`src/rtl/pmt_pkg.sv`:
```
// constants for the period match timer
// Behaviour
// RL1: timer is an 8-bit counter between a prescaler and a postscaler on match
// RL2: counter value is read/write and cleared by every reset
// RL3: counter runs from oscillator/4 through a 1, 4 or 16 prescaler
// RL4: counter counts up from zero and wraps to zero after matching period
// RL5: period register is read/write and resets to all ones
// RL6: each match feeds a 4-bit postscaler that sets flag bit 1
// RL7: clearing run enable stops counting, setting it resumes counting
// RL8: writing the counter value clears prescaler and postscaler counts
// RL9: writing the control register clears prescaler and postscaler counts
// RL10: every reset source clears prescaler and postscaler counts
// RL11: writing the control register leaves the counter value unchanged
// RL12: the match pulse before the postscaler is offered to the serial port
// RL13: postscale select n sets the flag once every n+1 matches
// RL14: prescale select 00 divides by 1, 01 by 4, 1x by 16
`default_nettype none
package pmt_pkg;
    localparam logic [7:0] PMT_ADDR_FLAGS   = 8'h0C;
    localparam logic [7:0] PMT_ADDR_ENABLES = 8'h8C;
    localparam logic [7:0] PMT_ADDR_COUNT   = 8'h10;
    localparam logic [7:0] PMT_ADDR_PERIOD  = 8'h14;
    localparam logic [7:0] PMT_ADDR_CTRL    = 8'h18;
    localparam logic [7:0] PMT_PERIOD_RST   = 8'hFF;
    localparam logic [7:0] PMT_ZERO8        = 8'h00;
    localparam logic [6:0] PMT_CTRL_MASK    = 7'h7F;
    localparam int         PMT_FLAG_BIT     = 1;
    localparam int         PMT_RUN_BIT      = 2;
    localparam int         PMT_POST_LSB     = 3;
    localparam int         PMT_POST_MSB     = 6;
    localparam logic [1:0] PMT_OSC_DIV_LAST = 2'h3;
    localparam logic [3:0] PMT_PRE_LAST_4   = 4'h3;
    localparam logic [3:0] PMT_PRE_LAST_16  = 4'hF;
    localparam logic [1:0] PMT_RESP_OKAY    = 2'h0;
    localparam logic [1:0] PMT_RESP_SLVERR  = 2'h2;
    typedef enum logic [1:0] {
        PMT_IDLE = 2'h0,
        PMT_RESP = 2'h1
    } pmt_wr_state_t;
endpackage
`default_nettype wire

```
`src/rtl/pmt_timer.sv`:
```
// period match timer with an axi4-lite register slave
//
// The AXI4-Lite interface to the registers was chosen for this implementation.
`default_nettype none
module pmt_timer (
    input  wire logic        aclk,
    input  wire logic        aresetn,
    input  wire logic [7:0]  s_axi_awaddr,
    input  wire logic        s_axi_awvalid,
    output logic             s_axi_awready,
    input  wire logic [31:0] s_axi_wdata,
    input  wire logic [3:0]  s_axi_wstrb,
    input  wire logic        s_axi_wvalid,
    output logic             s_axi_wready,
    output logic [1:0]       s_axi_bresp,
    output logic             s_axi_bvalid,
    input  wire logic        s_axi_bready,
    input  wire logic [7:0]  s_axi_araddr,
    input  wire logic        s_axi_arvalid,
    output logic             s_axi_arready,
    output logic [31:0]      s_axi_rdata,
    output logic [1:0]       s_axi_rresp,
    output logic             s_axi_rvalid,
    input  wire logic        s_axi_rready,
    output logic             match_tick,
    output logic             match_irq_flag
);
    import pmt_pkg::*;

    // decode of a write or read address into a register select
    function automatic logic [2:0] pmt_dec(input logic [7:0] a);
        pmt_dec = (a == PMT_ADDR_FLAGS)   ? 3'h1 :
                  (a == PMT_ADDR_ENABLES) ? 3'h2 :
                  (a == PMT_ADDR_COUNT)   ? 3'h3 :
                  (a == PMT_ADDR_PERIOD)  ? 3'h4 :
                  (a == PMT_ADDR_CTRL)    ? 3'h5 : 3'h0;
    endfunction

    logic [7:0] aw_addr_r;
    logic       aw_have_r;
    logic [7:0] w_data_r;
    logic       w_lane_r;
    logic       w_have_r;
    logic       bvalid_r;
    logic [1:0] bresp_r;
    logic       rvalid_r;
    logic [31:0] rdata_r;
    logic [1:0] rresp_r;
    logic [7:0] count_r;
    logic [7:0] period_r;
    logic [6:0] ctrl_r;
    logic [7:0] flags_r;
    logic [7:0] enables_r;
    logic [1:0] osc_div_r;
    logic [3:0] pre_cnt_r;
    logic [3:0] post_cnt_r;
    logic       tick_r;

    // write and read channel bookkeeping
    wire        wr_go      = aw_have_r && w_have_r && !bvalid_r;
    wire [2:0]  wr_sel     = pmt_dec(aw_addr_r);
    wire        wr_en      = wr_go && w_lane_r;
    wire        wr_flags   = wr_en && (wr_sel == 3'h1);
    wire        wr_enables = wr_en && (wr_sel == 3'h2);
    wire        wr_count   = wr_en && (wr_sel == 3'h3);
    wire        wr_period  = wr_en && (wr_sel == 3'h4);
    wire        wr_ctrl    = wr_en && (wr_sel == 3'h5);
    wire        rd_go      = s_axi_arvalid && !rvalid_r;
    wire [2:0]  rd_sel     = pmt_dec(s_axi_araddr);

    // timer datapath: instruction clock, prescaler, compare, postscaler
    wire        run_enable       = ctrl_r[PMT_RUN_BIT];                           // RL7
    wire [1:0]  prescale_select  = ctrl_r[1:0];
    wire [3:0]  postscale_select = ctrl_r[PMT_POST_MSB:PMT_POST_LSB];
    wire        inst_tick        = (osc_div_r == PMT_OSC_DIV_LAST);               // RL3
    wire [3:0]  pre_last         = prescale_select[1] ? PMT_PRE_LAST_16 :       // RL14
                                   (prescale_select[0] ? PMT_PRE_LAST_4 : 4'h0);
    wire        scaler_clr       = wr_count || wr_ctrl;                           // RL8 RL9
    wire        pre_tick         = run_enable && inst_tick && (pre_cnt_r == pre_last);
    wire        is_match         = (count_r == period_r);
    wire        match_ev         = pre_tick && is_match && !scaler_clr;           // RL4
    wire        post_done        = match_ev && (post_cnt_r == postscale_select);  // RL13
    wire [7:0]  count_nxt        = wr_count ? w_data_r :                          // RL2
                                   (pre_tick ? (is_match ? PMT_ZERO8 : 8'(count_r + 8'h01)) : count_r);
    wire [7:0]  flags_sw         = wr_flags ? w_data_r : flags_r;
    wire [7:0]  flags_nxt        = flags_sw | (post_done ? 8'h02 : PMT_ZERO8); // RL6

    // read data selection
    wire [7:0]  rd_val = (rd_sel == 3'h1) ? flags_r :
                         (rd_sel == 3'h2) ? enables_r :
                         (rd_sel == 3'h3) ? count_r :
                         (rd_sel == 3'h4) ? period_r :
                         (rd_sel == 3'h5) ? {1'b0, ctrl_r} : PMT_ZERO8;

    // axi write address and data capture
    always_ff @(posedge aclk) begin
        if (!aresetn) begin
            aw_addr_r <= PMT_ZERO8;
            aw_have_r <= 1'b0;
            w_data_r  <= PMT_ZERO8;
            w_lane_r  <= 1'b0;
            w_have_r  <= 1'b0;
        end else begin
            if (s_axi_awvalid && s_axi_awready) begin
                aw_addr_r <= s_axi_awaddr;
                aw_have_r <= 1'b1;
            end else if (wr_go) begin
                aw_have_r <= 1'b0;
            end
            if (s_axi_wvalid && s_axi_wready) begin
                w_data_r <= s_axi_wdata[7:0];
                w_lane_r <= s_axi_wstrb[0];
                w_have_r <= 1'b1;
            end else if (wr_go) begin
                w_have_r <= 1'b0;
            end
        end
    end

    // axi write response
    always_ff @(posedge aclk) begin
        if (!aresetn) begin
            bvalid_r <= 1'b0;
            bresp_r  <= PMT_RESP_OKAY;
        end else if (wr_go) begin
            bvalid_r <= 1'b1;
            bresp_r  <= (wr_sel == 3'h0) ? PMT_RESP_SLVERR : PMT_RESP_OKAY;
        end else if (s_axi_bready) begin
            bvalid_r <= 1'b0;
        end
    end

    // axi read channel, one cycle answer
    always_ff @(posedge aclk) begin
        if (!aresetn) begin
            rvalid_r <= 1'b0;
            rdata_r  <= 32'h0000_0000;
            rresp_r  <= PMT_RESP_OKAY;
        end else if (rd_go) begin
            rvalid_r <= 1'b1;
            rdata_r  <= {24'h00_0000, rd_val};
            rresp_r  <= (rd_sel == 3'h0) ? PMT_RESP_SLVERR : PMT_RESP_OKAY;
        end else if (s_axi_rready) begin
            rvalid_r <= 1'b0;
        end
    end

    // software registers; a control write keeps the count
    always_ff @(posedge aclk) begin
        if (!aresetn) begin
            period_r  <= PMT_PERIOD_RST;   // RL5
            ctrl_r    <= 7'h00;
            enables_r <= PMT_ZERO8;
            flags_r   <= PMT_ZERO8;
        end else begin
            if (wr_period)
                period_r <= w_data_r;      // RL5
            if (wr_ctrl)
                ctrl_r <= w_data_r[6:0] & PMT_CTRL_MASK; // RL11
            if (wr_enables)
                enables_r <= w_data_r;
            flags_r <= flags_nxt;          // set wins over clear
        end
    end

    // counter and scaler counts
    always_ff @(posedge aclk) begin
        if (!aresetn) begin
            count_r    <= PMT_ZERO8;       // RL2
            osc_div_r  <= 2'h0;
            pre_cnt_r  <= 4'h0;            // RL10
            post_cnt_r <= 4'h0;            // RL10
            tick_r     <= 1'b0;
        end else begin
            count_r   <= count_nxt;        // RL1
            osc_div_r <= 2'(osc_div_r + 2'h1);
            tick_r    <= match_ev;         // RL12
            if (scaler_clr) begin
                pre_cnt_r  <= 4'h0;        // RL8 RL9
                post_cnt_r <= 4'h0;
            end else begin
                if (run_enable && inst_tick)
                    pre_cnt_r <= pre_tick ? 4'h0 : 4'(pre_cnt_r + 4'h1);
                if (match_ev)
                    post_cnt_r <= post_done ? 4'h0 : 4'(post_cnt_r + 4'h1); // RL6
            end
        end
    end

    // bus handshake outputs, all registered
    assign s_axi_awready  = !aw_have_r;
    assign s_axi_wready   = !w_have_r;
    assign s_axi_bvalid   = bvalid_r;
    assign s_axi_bresp    = bresp_r;
    assign s_axi_arready  = !rvalid_r;
    assign s_axi_rvalid   = rvalid_r;
    assign s_axi_rdata    = rdata_r;
    assign s_axi_rresp    = rresp_r;
    assign match_tick     = tick_r;
    assign match_irq_flag = flags_r[PMT_FLAG_BIT];
endmodule
`default_nettype wire

```
`config.mk`:
```
export PLATFORM = sky130hd
export DESIGN_NAME = pmt_timer
export DESIGN_NICKNAME = d
export VERILOG_FILES = /design/src/rtl/pmt_pkg.sv /design/src/rtl/pmt_timer.sv
export SDC_FILE = /design/constraint.sdc
export NUM_CORES = 1
export LEC_CHECK = 0
export ABC_CLOCK_PERIOD_IN_PS = 2800
export BUFFER_PORTS_ARGS = -buffer_cell sky130_fd_sc_hd__buf_2
export CORE_MARGIN = 2
export CORE_UTILIZATION = 38
export CTS_CLUSTER_DIAMETER = 100
export DETAILED_ROUTE_END_ITERATION = 6
export SLEW_MARGIN = 20
export SYNTH_ARGS = -nofsm -noshare
export SYNTH_HDL_FRONTEND = slang
export SYNTH_SLANG_ARGS = --single-unit
```
`constraint.sdc`:
```
create_clock -name aclk -period 2.8 [get_ports aclk]
set_input_delay 0.56 -clock aclk [delete_from_list [all_inputs] [get_ports aclk]]
set_output_delay 0.56 -clock aclk [all_outputs]
set_load 0.02 [all_outputs]
```
==> impl_results.md, run 1 <==
- Setup Fix Bufs, Post-CTS: 0
- Drt first pass iters: 4
- Core ar.: roughly 11000 µm²
- First-pass GRT wire length: 16.0 mm
- Worst-path maximum fanout: 16
- Total grt overflow: 0
- Die Area: ~12000 µm²
- Fin crit share: 0.827
- DRT iter0 DRCs: ~200
- Clk pin slew, worst setup/hold paths: approximately 90 ps
- Grt met3 use: 0.0269
- Peak supply drop: 262 µV
- Post-Syn Area: ~4200 µm²
- Clock skew: between 9 and 10 ps
- Async SR Flop Fraction: 0
- Unrepaired setup endpoints after global routing: false
- Worst hold path startpoint: osc_div_r[0]$_SDFF_PN0_
- CTS tree: yes
- Die H: 109 µm
- Worst setup startpoint: aw_addr_r[0]$_SDFFE_PN0P_
- Initial antenna violation count: 0
- Max-cap violations: 0
- Initial Util: 0.387
- Pwr Density: approximately 490 nW/µm²
- Area growth syn-to-layout: 11.1%
- Distinct cells, synth: 56
- Slew headroom: 0.618
- Antenna fix cells: 0
- Buffers added on ports: 48
- Pin count of the biggest net entering global routing: 35
- CP cell instances: or4_4 -> or4_1 -> o2111ai_1 -> o32a_1 -> o31ai_1
- Hold_buf cts: 0
- Final hold violations: 0
- Crit path kind: flip-flop to flip-flop
- Final setup violation count: 0
- Required time worst endpoint: between 3000 and 4000 ps
- CTS buffer count: 9
- Critical Path AT: 2560 ps
- Number of global-route vias before repair: 3247
- Nets: 573
- Number of flops mapped to enable cells by yosys: 0
- Final Wtd Congestion: 0.820
- Clk sink count: between 80 and 90
- Met1 usage: 0.240
- Final Util: 0.430
- Ports: a little over 100
- Peak Freq: 432 MHz
- Post-DP HPWL: around 7 mm
- Pleak: 0.00190 µW
- Reg2reg start: aw_addr_r[0]$_SDFFE_PN0P_
- Horiz. Die Dim: between 100 and 150 µm
- Max-slew violation count: 0
- Synthesized area per cell: 8.91 µm²
- Layout cells sized above 1: 0.157
- Root buffer cell: clkbuf_8
- Worst Setup End Kind: flip-flop
- Routed WL: 9.74 mm
- Latest clock arrival within the worst-skew pair: around 360 ps
- TNS Setup: 0 ps
- Yosys warnings: 0
- Flop and latch count out of synthesis: 81
- Critical path launch point type: flip-flop
- Fillers: 1117
- Post-CTS sizing: 0
- Via count: about 3400
- WHS: roughly 420 ps
- Sequential fraction of the synthesis area: 0.390
- Status: completed
- Clk buf depth: 2
- Actual slew at the worst max-slew pin: approximately 570 ps
- Std cell rows: 38
- Routed Antenna Nets: 0
- Post-layout min period: approximately 2300 ps
- Critical Path Slowest Stage Cell: or4_1
- Mapped Cells: approximately 470
- Hold Crit Class: flip-flop to flip-flop
- Total Routing Usage GR: 0.175
- Drc violations: 0
- Post-synth top flop: dfxtp_1
- H-tree depth: 3
- Max incr delay on CP: just under 800 ps
- GRT Max-Usage Layer: met2
- Mean routed wirelength per cell: approximately 15 µm
- Routed vias/inst: between 5 and 6
- Met2 Resource Use GR: 0.265
==> cell type report <==
cell class | instances | area, µm² | share of cell area
Clock inverter | 6 | 68.8 | 0.0149
Tap cell | 140 | 175 | 0.0379
Clock buffer | 10 | 128 | 0.0276
Sequential cell | 81 | 1620 | 0.351
Timing Repair Buffer | 57 | 308 | 0.0666
Multi-Input combinational cell | 353 | 2290 | 0.496
Inverter | 8 | 30.0 | 0.00649
==> stage by stage <==
| stage | setup slack (ps) | total power [µW] | std cells | area (µm²) |
|---|---|---|---|---|
| 4_1_cts | 479 | 2300 | 655 | 4620 |
| 5_1_grt | 317 | 2380 | 655 | 4620 |
| 3_5_place_dp | 343 | 1450 | 639 | 4430 |
| 3_3_place_gp | 363 | 1440 | 639 | 4430 |
| 2_1_floorplan | 636 | 1410 | 492 | 4260 |
| 6_report | 484 | 2280 | 655 | 4620 |
==> sequential cells by signal, summed over array words and instances, names as in the netlist, 2 cells and up <==
register / cells
aw_addr_r: 8
count_r: 8
ctrl_r: 7
enables_r: 8
flags_r: 8
osc_div_r: 2
period_r: 8
post_cnt_r: 4
pre_cnt_r: 4
s_axi_rdata: 8
w_data_r: 8
==> placed cells by master, fill, tap and decap left out, drive strengths merged, types with 7 or more instances in the layout <==
| cell type | n |
|---|---|
| o21ai | 25 |
| dfxtp | 81 |
| mux2i | 42 |
| clkbuf | 10 |
| buf | 57 |
| conb | 26 |
| nor2 | 18 |
| xnor2 | 15 |
| nor2b | 44 |
| a21oi | 12 |
| inv | 8 |
| a21boi | 16 |
| nand2 | 53 |
| nand3 | 7 |
| nor3 | 14 |
| and2 | 7 |
==> path summary, 6_finish.rpt <==
kind,endpoint,depth (start not counted),slack (ps)
min,osc_div_r[0]$_SDFF_PN0_,1,420
max,count_r[6]$_SDFFE_PN0P_,5,480
min reg2reg,osc_div_r[0]$_SDFF_PN0_,1,420
max reg2reg,count_r[6]$_SDFFE_PN0P_,5,480
==> critical path, delay by kind of cell, from the launching register on <==
family | cells | cell delay (ps)
AOI/OAI and AO/OA | 3 | 530
DFF | 1 | 320
and+or+nand+nor | 2 | 1350
==> kinds of logic (layout without fill, tap and decap cells) <==
logic type / Yosys count / in the layout / synth area share
DFF: 81 / 81 / 0.390
other: 1 / 26 / 0.000901
adders and majority gates: 4 / 4 / 0.0120
xor gates and xnor gates: 15 / 15 / 0.0316
and+or+nand+nor: 174 / 174 / 0.224
AOI/OAI and AO/OA: 91 / 91 / 0.155
buffers and inverters: 58 / 81 / 0.0818
muxes: 43 / 43 / 0.105
==> synthesized netlist by cell type, types with 2 or more instances <==
| cell type | n | share of area |
|---|---|---|
| nand4b_1 | 2 | 0.0042 |
| buf_2 | 3 | 0.0036 |
| a221oi_1 | 4 | 0.0084 |
| xnor2_1 | 15 | 0.032 |
| o31ai_1 | 4 | 0.0072 |
| and2_1 | 7 | 0.011 |
| nor3_1 | 14 | 0.017 |
| clkbuf_1 | 18 | 0.016 |
| o2111ai_1 | 2 | 0.0042 |
| a31oi_1 | 2 | 0.0030 |
| nor2_1 | 18 | 0.016 |
| and3_1 | 2 | 0.0030 |
| or4_1 | 2 | 0.0036 |
| nor2b_1 | 44 | 0.066 |
| or3_1 | 6 | 0.0090 |
| o41ai_1 | 4 | 0.0084 |
| nand2b_1 | 3 | 0.0045 |
| nand2_1 | 52 | 0.047 |
| a21oi_1 | 12 | 0.014 |
| o21ai_0 | 24 | 0.029 |
| a21boi_0 | 16 | 0.029 |
| nand3b_1 | 2 | 0.0036 |
| o21a_1 | 2 | 0.0036 |
| mux2i_1 | 42 | 0.10 |
| nand3_1 | 7 | 0.0084 |
| inv_1 | 8 | 0.0072 |
| o221a_1 | 5 | 0.014 |
| dfxtp_1 | 81 | 0.39 |
| nand4_1 | 6 | 0.0090 |
| buf_4 | 27 | 0.049 |
| ha_1 | 4 | 0.012 |
| a22o_1 | 5 | 0.011 |
==> layer usage <==
layer	vias up	routed length, µm
met4	0	241
met2	95	4360
met3	22	452
li1	1677	-
met1	1571	4690
met5	-	0
==> report_power, final <==
part	total [µW]	internal (µW)	leakage, µW	switching, µW
registers	1210	1180	0.000658	33.0
clock network	864	416	0.0000964	448
logic	207	77.3	0.00114	130
(Power assumes the default switching activity.)
==> run 2, diff against run 1 <==
- ABC_AREA: unset -> 1
- ABC_CLOCK_PERIOD_IN_PS: 2800 -> 2300
- clock period: 2.8 -> 2.3 ns (I/O delays scaled with it)
==> impl_results.md, run 2 <==
- Status: completed
- Setup Fix Bufs, Post-CTS: 0
- Critical Path AT: between 1500 and 2000 ps
- Horiz. Die Dim: about 110 µm
- Die H: ~110 µm
- Mapped Cells: ~640
- CTS buffer count: 9
- Buffers added on ports: 48
- Commonest non-fill, non-tap cells in the layout: nand2_1 (165), dfxtp_1 (81), nor2_1 (75)
- Layout cells sized above 1: 0.143
- Worst Setup End Kind: flip-flop
- Initial Util: 0.385
- Top cell type's share of synthesized area: 0.374
- Sequential fraction of the synthesis area: 0.374
- Root buffer cell: clkbuf_16
- CTS tree: yes
- Fillers: 1185
- Fin cells: ~840
- Latest clock arrival within the worst-skew pair: about 340 ps
- Pwr Total: approximately 3300 µW
- Ports: 102
- TNS Setup: 0 ps
- Die Area: ~12000 µm²
- Clk buf depth: 2
- Worst path most repeated cell: nor2_2
- Core ar.: 11300 µm²
- Logic pwr share: 0.075
- Number of flops mapped to enable cells by yosys: 0
- Clk pin slew, worst setup/hold paths: 60 ps
- CP cell instances: nor2_1 -> nand3_1 -> nor2_2 -> nand2_4 -> clkinv_2 -> nor2_2 -> inv_2 -> nand2_1 -> a21oi_1
- Synthesized area per cell: 6.75 µm²
- WHS: roughly 350 ps
- Clock skew: about 5.2 ps
- Synth top cells by count: nand2_1 (165), dfxtp_1 (81), nor2_1 (75), inv_1 (72), a21oi_1 (60)
- Yosys warnings: 0
- Via count: roughly 4000
- Peak supply drop: approximately 330 µV
- Flop and latch count out of synthesis: between 80 and 90
- Worst-path maximum fanout: 16
- Part of the power in registers: 0.452
- Pin count of the biggest net entering global routing: slightly above 40
- Routed vias/inst: about 4.7
- Async SR Flop Fraction: 0
- Max layer used: met4
- Pint: roughly 2500 µW
- Count leader, synth: nand2_1
- Crit path kind: flip-flop to flip-flop
- Post-Syn Area: between 4000 and 5000 µm²
- Area of the multi-input gates: around 2200 µm²
- Most common cell after layout, fill and taps aside: nand2_1
- Required time worst endpoint: around 2500 ps
- Initial antenna violation count: 0
- Fin crit share: 0.735
- Routed Antenna Nets: 0
- Antenna fix cells: 0
- Post-synth top area cell: dfxtp_1
- Post-CTS sizing: 0
- Final setup violation count: 0
- Critical path launch point type: flip-flop
- Routed wl met2: 5.24 mm
- Critical Path Slowest Stage Cell: dfxtp_1
- Post-layout min period: between 1500 and 2000 ps
- Met1 wire length: 4.94 mm
- Max incr delay on CP: 370 ps
- Post-Place Cells: between 800 and 900
- Max-slew violation count: 0
- Hold_buf cts: 0
- DRT iter0 DRCs: 162
- Register area: 1620 µm²
- Final hold violations: 0
- Nets: 752
- Routed WL: between 10 and 15 mm
- Psw: 789 µW
- Peak Freq: just under 600 MHz
- H-tree depth: 3
- Post-synth top flop: dfxtp_1
- Internal reg-to-reg setup slack: 610 ps
- Distinct cells, synth: 37
- Total Routing Usage GR: 0.181
- Actual slew at the worst max-slew pin: 522 ps
- Synth top area cells: dfxtp_1 (37%), nand2_1 (14%), a21oi_1 (6.9%)
- Std cell rows: 39
- Number of global-route vias before repair: around 3600
- Met3 Wirelength: 539 µm
- Slew headroom: 0.651
- Mean routed wirelength per cell: 13.2 µm
- Pwr Density: between 600 and 700 nW/µm²
- Drt first pass iters: 4
- Total grt overflow: 0
- Setup slack at placement: ~540 ps
- Unrepaired setup endpoints after global routing: false
- Final Wtd Congestion: between 0.9 and 1
- Pleak: roughly 0.0023 µW
- Final worst-path setup slack: 608 ps
- Area growth syn-to-layout: 13.7%
- Switching share of power: 0.241
- Clock power frac: 0.473
- Clk sink count: 81
- Hold Crit Class: input port to flip-flop
- Post-DP HPWL: between 8 and 9 mm
- Max-cap violations: 0
- First-pass GRT wire length: approximately 18 mm
- Drc violations: 0
run 2: cell count changes after synthesis, moves of 42 or more:
cell     delta
a21oi_1    +48
inv_1      +64
mux2i_1    -42
nand2_1   +113
nor2_1     +57
nor2b_1    -44
run 2: per-stage QoR:
step	instance area [µm²]	util
after floorplan	4430	-
after global placement	4610	0.409
after global routing	4930	0.437
after CTS	4930	0.437
final	4930	0.437
after detailed placement	4610	0.409
run 2: path summary, 6_finish.rpt:
| path | start | endpoint | depth (start not counted) |
|---|---|---|---|
| worst max-delay path | aw_addr_r[7]$_SDFFE_PN0P_ | count_r[4]$_SDFFE_PN0P_ | 9 |
| worst max register to register | aw_addr_r[7]$_SDFFE_PN0P_ | count_r[4]$_SDFFE_PN0P_ | 9 |
| worst min-delay path | s_axi_awaddr[7] | aw_addr_r[7]$_SDFFE_PN0P_ | 3 |
| worst min register to register | osc_div_r[0]$_SDFF_PN0_ | osc_div_r[0]$_SDFF_PN0_ | 1 |
run 2: per-layer routing:
metal  vias to the layer above  global-route usage
met5                         -                   0
met3                        17              0.0399
li1                       2079                   -
met1                      1782               0.231
met4                         0              0.0708
met2                        92               0.299
run 2: power by group through the flow:
stage | clock [µW] | sequential [µW] | combinational [µW]
final | 1550 | 1480 | 245
after CTS | 1580 | 1480 | 245
after global placement | 0 | 1510 | 240
after detailed placement | 0 | 1510 | 244
after global routing | 1640 | 1480 | 272
after floorplan | 0 | 1500 | 200
run 2: cell type report:
type | instances | share of cell area
multi-input combinational | 466 | 0.455
sequential | 81 | 0.329
inverter | 80 | 0.0612
timing repair buffer | 51 | 0.0533
clock buffer | 11 | 0.0493
tap | 143 | 0.0363
clock inverter | 5 | 0.0160
run 2: critical path: cells and delay by family (launching register included):
kind,cells,cell delay [ps]
simple gates,6,860
flops,1,370
buf+inv,2,260
compound gates,1,60
run 2: kinds of logic after synthesis:
kind of cell	count (synthesis)	share of synthesized area
other cells	1	0.000865
compound gates	96	0.119
simple gates	324	0.331
buf+inv	120	0.131
flops	81	0.374
fa+ha+maj	4	0.0115
xor+xnor	16	0.0323
==> run 3, diff against run 2 <==
- ABC_CLOCK_PERIOD_IN_PS: 2300 -> 1420
- clock period: 2.3 -> 1.42 ns (I/O delays scaled with it)
==> impl_results.md, run 3 (same netlist as run 2, synthesis figures left out) <==
- Status: finished with violations
- Failing checks: negative setup slack
- Clock skew: 6.71 ps
- Number of global-route vias before repair: between 4000 and 5000
- Final setup violation count: 1
- Fin crit share: 1.00
- Max-slew violation count: 0
- Most common cell after layout, fill and taps aside: nand2_1
- First-pass GRT wire length: between 15 and 20 mm
- Nets: roughly 820
- Routed Antenna Nets: 0
- Critical path launch point type: flip-flop
- Critical Path AT: 1650 ps
- Ports: slightly above 100
- Latest clock arrival within the worst-skew pair: roughly 340 ps
- CTS tree: yes
- Pleak: between 0.002 and 0.003 µW
- DRT iter0 DRCs: around 170
- WP buf/inv: 2
- Final Wtd Congestion: between 0.9 and 1
- Reg2reg start: aw_addr_r[1]$_SDFFE_PN0P_
- Clk sink count: between 80 and 90
- Die H: 111 µm
- Unrepaired setup endpoints after global routing: true
- Horiz. Die Dim: around 110 µm
- Drt first pass iters: 4
- Mean routed wirelength per cell: between 10 and 15 µm
- Core ar.: ~11000 µm²
- Commonest non-fill, non-tap cells in the layout: nand2_1 (156), buf_4 (68), nor2_1 (65)
- Max-cap violations: 0
- Root buffer cell: clkbuf_16
- Worst hold path startpoint: s_axi_awaddr[4]
- Clk buf depth: 2
- Internal reg-to-reg setup slack: -7 ps
- Total grt overflow: 0
- Pin count of the biggest net entering global routing: 32
- Hold Crit Class: input port to flip-flop
- Buffers added on ports: 48
- Routed WL: approximately 12 mm
- Initial Util: 0.385
- Peak supply drop: around 560 µV
- Hold path endpoint: aw_addr_r[4]$_SDFFE_PN0P_
- Crit path max-delay family: simple AND/OR/NAND/NOR gates
- Crit path kind: flip-flop to flip-flop
- Final hold violations: 0
- Hold Path Stages: 3
- Die Area: roughly 12000 µm²
- Worst-path maximum fanout: 8
- Required time worst endpoint: ~1700 ps
- CP cell instances: nor2_4 -> nand3_2 -> nor2_4 -> nand2_4 -> buf_6 -> buf_4 -> nand3_2 -> a21oi_2
- Critical Path Slowest Stage Cell: dfxtp_2
- Final Util: 0.508
- Layout cells sized above 1: 0.315
- Pwr Density: around 900 nW/µm²
- Max incr delay on CP: around 330 ps
- Routed vias/inst: 4.72
- Initial antenna violation count: 0
- H-tree depth: 3
- Peak Freq: roughly 700 MHz
- Pwr Total: between 5000 and 6000 µW
- Final worst-path setup slack: -6.65 ps
- Via count: approximately 4300
- Worst Setup End Kind: flip-flop
- Post-layout min period: ~1400 ps
- Std cell rows: 39
- Drc violations: 0
- Antenna fix cells: 0
- Capture point of the worst reg-to-reg path: count_r[1]$_SDFFE_PN0P_
- R2R depth: 8
- Total Routing Usage GR: 0.193
- Area growth syn-to-layout: 32.0%
- Clk pin slew, worst setup/hold paths: approximately 60 ps
- Post-DP HPWL: about 8.7 mm
- CTS buffer count: 9
-- run 3: cell count changes in the layout (fill, tap and decap cells not counted), moves of 10 or more --
cell / delta
buf_4: +65
dfxtp_1: -17
dfxtp_2: +14
inv_1: -12
nand3_1: -10
nor2_1: -10
nor2_4: +10
-- run 3: layout make-up --
| class | count | area [µm²] |
|---|---|---|
| Fill cell | 1132 | 5550 |
| Tap cell | 143 | 179 |
| Timing Repair Buffer | 120 | 796 |
| Clock inverter | 5 | 61.3 |
| Clock buffer | 11 | 243 |
| Multi-Input combinational cell | 466 | 2470 |
| Sequential cell | 81 | 1650 |
| Inverter | 80 | 319 |
-- run 3: routing by layer --
layer,track usage,vias to the layer above,share of wire
met1,0.248,1936,0.46
met4,0.107,0,0.034
met2,0.312,94,0.47
met3,0.0273,22,0.038
li1,-,2226,-
met5,0,-,0
-- run 3: metrics by stage --
| stage | hold WS [ps] | worst slack, ps | setup TNS (ps) | instances | area [µm²] |
|---|---|---|---|---|---|
| 2_1_floorplan | 399 | 30.6 | 0 | 667 | 4430 |
| 3_3_place_gp | 410 | -46.3 | -444 | 879 | 5040 |
| 3_5_place_dp | 415 | -113 | -1600 | 879 | 5040 |
| 4_1_cts | 153 | 1.57 | 0 | 898 | 5420 |
| 5_1_grt | 168 | -133 | -1560 | 906 | 5720 |
| 6_report | 160 | -6.65 | -6.65 | 906 | 5720 |
-- run 3: how the worst max path moves through the flow --
stage | start | to | slack (ps) | cells after the start
after floorplan | w_have_r$_SDFFE_PN0P_ | count_r[2]$_SDFFE_PN0P_ | 30 | 10
after global placement | aw_addr_r[7]$_SDFFE_PN0P_ | count_r[5]$_SDFFE_PN0P_ | -50 | 9
after detailed placement | aw_addr_r[7]$_SDFFE_PN0P_ | count_r[0]$_SDFFE_PN0P_ | -110 | 9
after CTS | period_r[5]$_SDFFE_PN1P_ | post_cnt_r[1]$_SDFFE_PP0P_ | 2 | 10
after global routing | pre_cnt_r[0]$_SDFFE_PP0P_ | count_r[6]$_SDFFE_PN0P_ | -130 | 11
final | aw_addr_r[1]$_SDFFE_PN0P_ | count_r[1]$_SDFFE_PN0P_ | -7 | 8
-- run 3: report_power, final --
part	internal [µW]	switching, µW	leakage, µW	total (µW)
Sequential	2330	66.7	0.000666	2390
Clock	1420	983	0.000151	2410
Combinational	172	328	0.00186	500
Total	3920	1380	0.00268	5300
-- run 3: repair_timing --
action | 4_1_cts | 5_1_grt
endpoints found under the setup margin | 25 | 48
hold endpoints to repair | 0 | 0
hold buffers | 0 | 0
setup buffers | 3 | 8
resized for setup | 22 | 76
pin swaps | 9 | 23
-- run 3: worst register-to-register path, stage by stage (launching register included) --
cell,delay [ps]
dfxtp_2,330
nor2_4,160
nand3_2,120
nor2_4,160
nand2_4,120
buf_6,160
buf_4,130
nand3_2,80
a21oi_2,50
